<file path="src/kef_pkg.sv">
// Constants, types and mode codes for the key entry formatter.
// Assumes a single 25 MHz system clock domain; no other clocking.
package kef_pkg;

   // Input modes
   typedef enum logic [1:0] {KEF_KEYBOARD, KEF_SENSOR, KEF_STROBED}
      kef_mode_e;

   // Character word field positions
   localparam int KEF_CTRL_BIT = 7;
   localparam int KEF_SHIFT_BIT = 6;
   localparam int KEF_ROW_LSB = 3;
   localparam int KEF_COL_LSB = 0;

   // Display command fields
   localparam int KEF_CMD_AI_BIT = 4;
   localparam int KEF_CMD_ADDR_LSB = 0;

   // Sizes
   localparam int KEF_DIGITS_WIDE = 16;
   localparam int KEF_DIGITS_NARROW = 8;
   localparam int KEF_SENSOR_ROWS = 8;
   localparam int KEF_FIFO_DEPTH = 8;

   // Scan step rate: one scan row per 100 us
   localparam int KEF_CLK_HZ = 25000000;
   localparam int KEF_SCAN_STEP_US = 100;
   localparam int KEF_SCAN_DIV =
      KEF_CLK_HZ / 1000000 * KEF_SCAN_STEP_US;

   // Register offsets (word addresses)
   localparam logic [3:0] KEF_REG_CTRL = 4'h0;
   localparam logic [3:0] KEF_REG_STAT = 4'h1;
   localparam logic [3:0] KEF_REG_MASK = 4'h2;
   localparam logic [3:0] KEF_REG_DCMD = 4'h3;
   localparam logic [3:0] KEF_REG_DDATA = 4'h4;
   localparam logic [3:0] KEF_REG_FIFO = 4'h5;
   localparam logic [3:0] KEF_REG_SENS = 4'h6;
   localparam logic [3:0] KEF_REG_LEVEL = 4'h7;

   // Control register fields and reset value
   localparam int KEF_CTRL_MODE_LSB = 0;
   localparam int KEF_CTRL_RIGHT_BIT = 2;
   localparam int KEF_CTRL_NARROW_BIT = 3;
   localparam logic [7:0] KEF_CTRL_RESET = 8'h00;

   // Interrupt status bits
   localparam int KEF_IRQ_FIFO = 0;
   localparam int KEF_IRQ_OVER = 1;
   localparam int KEF_IRQ_SCAN = 2;
   localparam logic [2:0] KEF_MASK_RESET = 3'h0;

   // Register bus request
   typedef struct packed {
      logic [3:0] addr;
      logic [7:0] wdata;
      logic wr;
      logic rd;
   } kef_bus_s;

   // Key detection event from the outside scanner
   typedef struct packed {
      logic valid;
      logic [2:0] row;
      logic [2:0] col;
   } kef_key_s;

endpackage

</file>
<file path="src/kef_sync.sv">
// Two-flop synchroniser for a bundle of pin levels.
// Assumes the inputs are asynchronous to clk_sys.
`timescale 1ns/1ps
`default_nettype none
module kef_sync
#(
   parameter int WIDTH = 11
)
(
   input wire logic clk_sys, // System clock
   input wire logic resetn, // Async reset, active low
   input wire logic [WIDTH-1:0] pinIn, // Raw pin levels
   output logic [WIDTH-1:0] pinSync // Synchronised levels
);

   logic [WIDTH-1:0] meta_q;

   // First stage feeds only the second stage
   always_ff @(posedge clk_sys or negedge resetn)
   begin
      if (!resetn)
      begin
         meta_q <= '0;
         pinSync <= '0;
      end
      else
      begin
         meta_q <= pinIn;
         pinSync <= meta_q;
      end
   end

endmodule
`default_nettype wire

</file>
<file path="src/kef_format.sv">
// Key entry formatter: FIFO and sensor words, display RAM fill order.
// Assumes key validation is done outside and arrives as a key event.
//
// The plain strobed port and the address map were chosen for this implementation.
`timescale 1ns/1ps
`default_nettype none
module kef_format
   import kef_pkg::*;
#(
   parameter int SCAN_DIV = KEF_SCAN_DIV
)
(
   input wire logic clk_sys, // System clock
   input wire logic resetn, // Async reset, active low
   input wire logic [3:0] busAddr, // Register word address
   input wire logic [7:0] busWdata, // Write data
   input wire logic busWr, // Write strobe
   input wire logic busRd, // Read strobe
   output logic [7:0] busRdata, // Read data, cycle after strobe
   input wire logic [7:0] return_lines, // Return line pins
   input wire logic control_strobe_input, // Control key or strobe pin
   input wire logic shiftKeyInput, // Shift key pin
   input wire kef_key_s keyEvent, // Validated key hit
   output logic [2:0] scan_lines, // Current scan row
   output logic [3:0] digitSel, // Digit being driven
   output logic [7:0] digitData, // Character for that digit
   output logic irq // Interrupt, level
);

   ////////////////////////////////////////////////////////////////
   // Pin synchroniser
   logic [9:0] pinSync;
   logic [7:0] retSync;
   logic strobeSync;
   logic shiftSync;

   kef_sync #(.WIDTH(10)) u_sync
   (
      .clk_sys(clk_sys),
      .resetn(resetn),
      .pinIn({shiftKeyInput, control_strobe_input, return_lines}),
      .pinSync(pinSync)
   );

   assign retSync = pinSync[7:0];
   assign strobeSync = pinSync[8];
   assign shiftSync = pinSync[9];

   ////////////////////////////////////////////////////////////////
   // State
   typedef struct packed {
      logic [7:0] ctrl;
      logic [2:0] stat;
      logic [2:0] mask;
      logic aiFlag;
      logic [3:0] dispAddr;
      logic [3:0] entryCount;
      logic [15:0][7:0] dispRam;
      logic [7:0][7:0] sensRam;
      logic [7:0][7:0] fifo;
      logic [2:0] rdPtr;
      logic [2:0] wrPtr;
      logic [3:0] level;
      logic [2:0] scanRow;
      logic [15:0] divCnt;
      logic [3:0] digit;
      logic strobePrev;
      logic [7:0] rdata;
      logic [2:0] scanOut;
      logic [3:0] digitOut;
      logic [7:0] digitDat;
      logic irq;
   } kef_state_s;

   kef_state_s s_q;
   kef_state_s s_d;

   kef_mode_e mode;
   logic rightEntry;
   logic narrow;
   logic [3:0] lastAddr;
   logic [3:0] rawAddr;
   logic [3:0] dataAddr;
   logic stepTick;

   // Decoded control fields
   always_comb
   begin
      unique case (s_q.ctrl[KEF_CTRL_MODE_LSB +: 2])
         2'h1: mode = KEF_SENSOR;
         2'h2: mode = KEF_STROBED;
         default: mode = KEF_KEYBOARD;
      endcase
   end

   assign rightEntry = s_q.ctrl[KEF_CTRL_RIGHT_BIT];
   assign narrow = s_q.ctrl[KEF_CTRL_NARROW_BIT];
   assign lastAddr = narrow ? 4'(KEF_DIGITS_NARROW - 1)
                            : 4'(KEF_DIGITS_WIDE - 1);
   assign stepTick = (s_q.divCnt == 16'(SCAN_DIV - 1));
   // Narrow display only uses the low three address bits
   assign rawAddr = narrow ? {1'b0, s_q.dispAddr[2:0]} : s_q.dispAddr;
   // Right entry stores each character at the next rotating slot, so
   // the slot-to-digit map shifts as entries go in
   assign dataAddr = rightEntry ? s_q.entryCount : rawAddr;

   ////////////////////////////////////////////////////////////////
   // Next-state logic
   always_comb
   begin
      logic [7:0] word;
      logic push;
      logic [3:0] slot;
      logic [3:0] rel;
      logic scanDone;
      word = 8'h00;
      push = 1'b0;
      slot = 4'h0;
      rel = 4'h0;
      scanDone = 1'b0;
      s_d = s_q;
      s_d.strobePrev = strobeSync;

      // Scan step divider and row counter
      s_d.divCnt = stepTick ? 16'h0000 : s_q.divCnt + 16'h0001;
      if (stepTick)
      begin
         s_d.scanRow = s_q.scanRow + 3'h1;
         s_d.digit = (s_q.digit == lastAddr) ? 4'h0
                                             : s_q.digit + 4'h1;
      end

      // Sensor rows rewritten each step regardless of change
      if (mode == KEF_SENSOR && stepTick)
      begin
         s_d.sensRam[s_q.scanRow] = retSync;
         if (s_q.scanRow == 3'h7)
            scanDone = 1'b1;
      end

      // Keyboard word assembly
      if (mode == KEF_KEYBOARD && keyEvent.valid)
      begin
         word[KEF_CTRL_BIT] = strobeSync;
         word[KEF_SHIFT_BIT] = shiftSync;
         word[KEF_ROW_LSB +: 3] = keyEvent.row;
         word[KEF_COL_LSB +: 3] = keyEvent.col;
         push = 1'b1;
      end
      // Strobed word on rising strobe edge
      if (mode == KEF_STROBED && strobeSync && !s_q.strobePrev)
      begin
         word = retSync;
         push = 1'b1;
      end

      // Bus reads
      s_d.rdata = 8'h00;
      if (busRd)
      begin
         unique case (busAddr)
            KEF_REG_CTRL: s_d.rdata = s_q.ctrl;
            KEF_REG_STAT: s_d.rdata = {5'h00, s_q.stat};
            KEF_REG_MASK: s_d.rdata = {5'h00, s_q.mask};
            KEF_REG_DCMD: s_d.rdata = {3'h0, s_q.aiFlag, s_q.dispAddr};
            KEF_REG_DDATA:
            begin
               s_d.rdata = s_q.dispRam[dataAddr];
               if (s_q.aiFlag)
                  s_d.dispAddr = s_q.dispAddr + 4'h1;
            end
            KEF_REG_FIFO:
            begin
               s_d.rdata = s_q.fifo[s_q.rdPtr];
               if (s_q.level != 4'h0)
               begin
                  s_d.rdPtr = s_q.rdPtr + 3'h1;
                  s_d.level = s_q.level - 4'h1;
               end
            end
            KEF_REG_SENS: s_d.rdata = s_q.sensRam[s_q.scanRow];
            KEF_REG_LEVEL: s_d.rdata = {4'h0, s_q.level};
            default: s_d.rdata = 8'h00;
         endcase
      end

      // Bus writes
      if (busWr)
      begin
         unique case (busAddr)
            KEF_REG_CTRL:
            begin
               s_d.ctrl = busWdata;
               s_d.entryCount = 4'h0;
            end
            KEF_REG_STAT: s_d.stat = s_q.stat & ~busWdata[2:0];
            KEF_REG_MASK: s_d.mask = busWdata[2:0];
            KEF_REG_DCMD:
            begin
               s_d.aiFlag = busWdata[KEF_CMD_AI_BIT];
               s_d.dispAddr = busWdata[KEF_CMD_ADDR_LSB +: 4];
            end
            KEF_REG_DDATA:
            begin
               s_d.dispRam[dataAddr] = busWdata;
               // Wrap keeps the next write on the first digit
               if (s_q.aiFlag)
                  s_d.dispAddr = (rawAddr == lastAddr) ? 4'h0
                     : s_q.dispAddr + 4'h1;
               if (rightEntry)
                  s_d.entryCount = (s_q.entryCount == lastAddr) ? 4'h0
                     : s_q.entryCount + 4'h1;
            end
            default: ;
         endcase
      end

      // Scan-done set applied after the bus clear, so the event wins
      if (scanDone)
         s_d.stat[KEF_IRQ_SCAN] = 1'b1;

      // FIFO push; a full FIFO drops the word and flags overrun
      if (push)
      begin
         if (s_d.level == 4'(KEF_FIFO_DEPTH))
            s_d.stat[KEF_IRQ_OVER] = 1'b1;
         else
         begin
            s_d.fifo[s_q.wrPtr] = word;
            s_d.wrPtr = s_q.wrPtr + 3'h1;
            s_d.level = s_d.level + 4'h1;
            s_d.stat[KEF_IRQ_FIFO] = 1'b1;
         end
      end

      // Digit refresh: left entry maps address straight to digit
      if (rightEntry)
      begin
         // Newest entry sits rightmost, older ones to its left
         rel = lastAddr - s_q.digit;
         slot = s_q.entryCount - 4'h1 - rel;
         if (narrow)
            slot = {1'b0, slot[2:0]};
      end
      else
         slot = s_q.digit;
      s_d.scanOut = s_q.scanRow;
      s_d.digitOut = s_q.digit;
      s_d.digitDat = s_q.dispRam[slot];
      s_d.irq = |(s_d.stat & s_d.mask);
   end

   ////////////////////////////////////////////////////////////////
   // State register
   always_ff @(posedge clk_sys or negedge resetn)
   begin
      if (!resetn)
      begin
         s_q <= '0;
         s_q.ctrl <= KEF_CTRL_RESET;
         s_q.mask <= KEF_MASK_RESET;
      end
      else
         s_q <= s_d;
   end

   // Outputs straight from the state register
   assign busRdata = s_q.rdata;
   assign scan_lines = s_q.scanOut;
   assign digitSel = s_q.digitOut;
   assign digitData = s_q.digitDat;
   assign irq = s_q.irq;

endmodule
`default_nettype wire

</file>
<file path="config.mk">
export PLATFORM = sky130hd
export DESIGN_NAME = kef_format
export DESIGN_NICKNAME = d
export VERILOG_FILES = /design/src/kef_pkg.sv /design/src/kef_sync.sv /design/src/kef_format.sv
export SDC_FILE = /design/constraint.sdc
export NUM_CORES = 1
export LEC_CHECK = 0
export BUFFER_PORTS_ARGS = -buffer_cell sky130_fd_sc_hd__buf_2
export CELL_PAD_IN_SITES_DETAIL_PLACEMENT = 0
export CELL_PAD_IN_SITES_GLOBAL_PLACEMENT = 1
export CORE_MARGIN = 1
export CORE_UTILIZATION = 40
export DETAILED_ROUTE_END_ITERATION = 7
export PLACE_DENSITY_LB_ADDON = 0.1
export SYNTH_ARGS = -nofsm -noshare
export SYNTH_HDL_FRONTEND = slang
export SYNTH_SLANG_ARGS = --single-unit
</file>
<file path="constraint.sdc">
create_clock -name clk_sys -period 4.65 [get_ports clk_sys]
set_clock_uncertainty 0.2 [all_clocks]
set_input_delay 0.93 -clock clk_sys [delete_from_list [all_inputs] [get_ports clk_sys]]
set_output_delay 0.93 -clock clk_sys [all_outputs]
set_load 0.02 [all_outputs]
</file>
==> flow_summary.json <==
{
  "worstPathRequired_ns": 4.93,
  "comb_power_share_pct": 24.7,
  "route.detailed.drc": 0,
  "relSlewSlack_pct": 23.00,
  "p_clk_share_pct": 33.3,
  "powerDensity_mw_per_mm2": 498.1,
  "syn_to_final_growth_pct": 12.16,
  "final.period_utilization_pct": 84.60,
  "finalSetupViolations": 0,
  "syn_inst": 1407,
  "cts_tree": "yes",
  "swShare_pct": 31.35,
  "die_y_microns": 212.6,
  "clock_latency_ns": 0.57,
  "cts_resized": 0,
  "synthesis.nets": 1459,
  "path_clk_slew_ns": 0.06,
  "ant_nets": 0,
  "fmax_ghz": 0.2542,
  "intPower_mw": 6.804,
  "cts_hold_buf": 0,
  "end_kind": "flip-flop",
  "cts_buffers": 42,
  "coreArea_sq_mm": 0.04346,
  "min_from": "u_sync.meta_q[1]$_DFF_PN0_",
  "hpwl_microns": 33180,
  "wl_met1_microns": 22520,
  "ys_async_sr_fraction_pct": 100.0,
  "wl_microns": 49030,
  "grt_overflow": 0,
  "vias_per_cell": 5.699,
  "ys_types": 81,
  "syn_area_sq_mm": 0.01774,
  "root_buffer": "clkbuf_16",
  "initial_core_util_pct": 40.83,
  "synth_area_per_cell_sq_um": 12.61,
  "layout_min_cycle_time_ns": 3.934,
  "ir_drop_mv": 0.3185,
  "yosysSeqAreaShare_pct": 50.35,
  "hold_path.class": "reg2reg",
  "dieArea_sq_mm": 0.04520,
  "postCtsSetupRepairBufs": 0,
  "ctsLongestPathBuffers": 3,
  "n_fill_cell": 3999,
  "rsz0062_at_grt": "no",
  "highest_layer": "met5",
  "r2r-start": "s_q[48]$_DFF_PN0_",
  "numPortBuffers": 56,
  "start_kind": "flip-flop",
  "vias": 11640,
  "min_delay_path_depth": 0,
  "cts.sink_count": 357,
  "p_leak_nw": 8.901,
  "setup_tns_ns": 0,
  "worstSetupPathType": "reg2reg",
  "drive_gt1_share_pct": 32.05,
  "wire_per_inst_microns": 24.00,
  "rows": 76,
  "cap_viol_max_count": 0,
  "drt_first_pass_iters": 4,
  "io_pins": 57,
  "grt_max_degree": 96,
  "crit_start": "s_q[48]$_DFF_PN0_",
  "ys.flop_type": "dfrtp_1",
  "reg2reg_depth": 12,
  "slew_violations": 0,
  "gp_congestion": 0.8367,
  "r2r-end": "s_q[80]$_DFFE_PN0P_",
  "chipWidth_microns": 212.6,
  "grt_usage_pct": 22.59,
  "grt_first_pass_wirelength_microns": 76140,
  "drt_iter0_drc": 781,
  "wl_met2_microns": 23460,
  "ys_warn_count": 0,
  "status": "finished clean",
  "finalHoldViolCount": 0,
  "seq_power_share_pct": 42.0,
  "nets": 1484,
  "synth_seq_cells": 357,
  "htreeDepth": 2,
  "worst_pin_slew_ns": 1.155,
  "p_total_mw": 9.912,
  "antenna_found_initial": 2,
  "p_switching_mw": 3.107,
  "min_to": "u_sync.pinSync[1]$_DFF_PN0_",
  "arrival_ns": 4.22,
  "grt_pass1_vias": 11830,
  "synth_edf_count": 0,
  "crit_path_max_fanout": 18,
  "r2r_slack_ns": 0.72,
  "wl_met3_microns": 1893
}
[how the worst max path moves through the flow]
stage | endpoint | slack [ns] | depth (start not counted)
floorplan | irq$_DFF_PN0_ | 1.15 | 13
global placement | s_q[65]$_DFFE_PN0P_ | 0.57 | 12
detailed placement | s_q[80]$_DFFE_PN0P_ | 0.47 | 11
CTS | s_q[80]$_DFFE_PN0P_ | 0.68 | 12
global route | s_q[75]$_DFFE_PN0P_ | 0.41 | 12
finish | s_q[80]$_DFFE_PN0P_ | 0.72 | 12
[cells by family after synthesis]
family	count (synthesis)	share of synthesized area (%)
buffers and inverters	136	3.850
adder cells (fa/ha/maj)	19	1.382
AND/OR/NAND/NOR	325	9.478
XOR/XNOR	31	1.530
flip-flops	357	50.35
AO/OA/AOI/OAI	223	9.570
multiplexers	316	23.84
[metal layers]
layer,up-vias,track usage [%]
met2,236,36.41
met3,70,3.353
met4,2,6.698
met5,-,0
met1,6094,31.49
li1,5242,-
[final cells by class]
type | count | area, sq um | share of cell area [%]
diodes | 1 | 2.502 | 0.01258
well taps | 585 | 732.0 | 3.678
clock buffers | 62 | 1280 | 6.432
multi-input cells | 914 | 8167 | 41.04
inverters | 27 | 101.3 | 0.5093
repair buffers | 90 | 595.6 | 2.993
flip-flops and latches | 357 | 8934 | 44.89
clock inverters | 7 | 87.58 | 0.4401
[critical path: stages (launching register included)]
cell       delay [ns]
dfrtp_1          0.46
inv_1            0.09
ha_1             0.26
inv_1            0.06
o311ai_1         0.76
xnor2_1          0.25
inv_1            0.12
ha_1             0.27
inv_1            0.12
a311oi_4         0.05
a41oi_4          0.48
and3_1           0.50
a2bb2oi_1        0.21
[power by group through the flow]
stage / Combinational (mW) / Sequential, mW / Clock, mW
6_report: 2.45 / 4.16 / 3.30
5_1_grt: 2.65 / 4.23 / 3.49
4_1_cts: 2.48 / 4.16 / 3.38
3_5_place_dp: 2.47 / 4.20 / 0
3_3_place_gp: 2.44 / 4.20 / 0
2_1_floorplan: 1.87 / 3.94 / 0
[cells in the mapped netlist, types with 25 or more instances]
cell,count,area (sq um)
nor2_1,48,180.2
mux2i_1,33,330.3
o21ai_0,30,150.1
mux2_2,212,2387
clkbuf_1,45,168.9
inv_1,27,101.4
buf_4,29,217.7
dfrtp_1,357,8934
a2bb2oi_1,56,490.5
a21oi_1,25,125.1
mux4_2,63,1419
nand2_1,104,390.4
nand3_1,41,205.2
[placed cells by master (no fill, tap or decap), types with 27 or more instances in the layout]
cell type and n:
a2bb2oi_1 56, buf_2 55, buf_4 30, clkbuf_16 45, dfrtp_1 357, inv_1 27, mux2_2 212, mux2i_1 31
mux4_2 63, nand2_1 104, nand3_1 41, nor2_1 48, o21ai_0 29
[sequential cells by signal (all words and copies together), names as in the netlist]
| signal | count |
|---|---|
| busRdata | 8 |
| digitData | 8 |
| digitSel | 4 |
| irq | 1 |
| narrow | 1 |
| rightEntry | 1 |
| s_d | 7 |
| s_q | 304 |
| scan_lines | 3 |
| u_sync.meta_q | 10 |
| u_sync.pinSync | 10 |
[through the flow]
| stage | setup WS (ns) | cell area [sq um] | instances | hold WS (ns) | utilization [%] |
|---|---|---|---|---|---|
| finish | 0.7163 | 19900 | 2043 | 0.1422 | 45.79 |
| global route | 0.4091 | 19900 | 2042 | 0.1527 | 45.78 |
| CTS | 0.6758 | 19900 | 2042 | 0.1459 | 45.78 |
| detailed placement | 0.4723 | 18530 | 1973 | 0.1347 | 42.64 |
| global placement | 0.5743 | 18530 | 1973 | 0.1321 | 42.64 |
| floorplan | 1.147 | 17740 | 1407 | 0.1312 | - |
No activity file was read; power rests on OpenSTA's default activity.
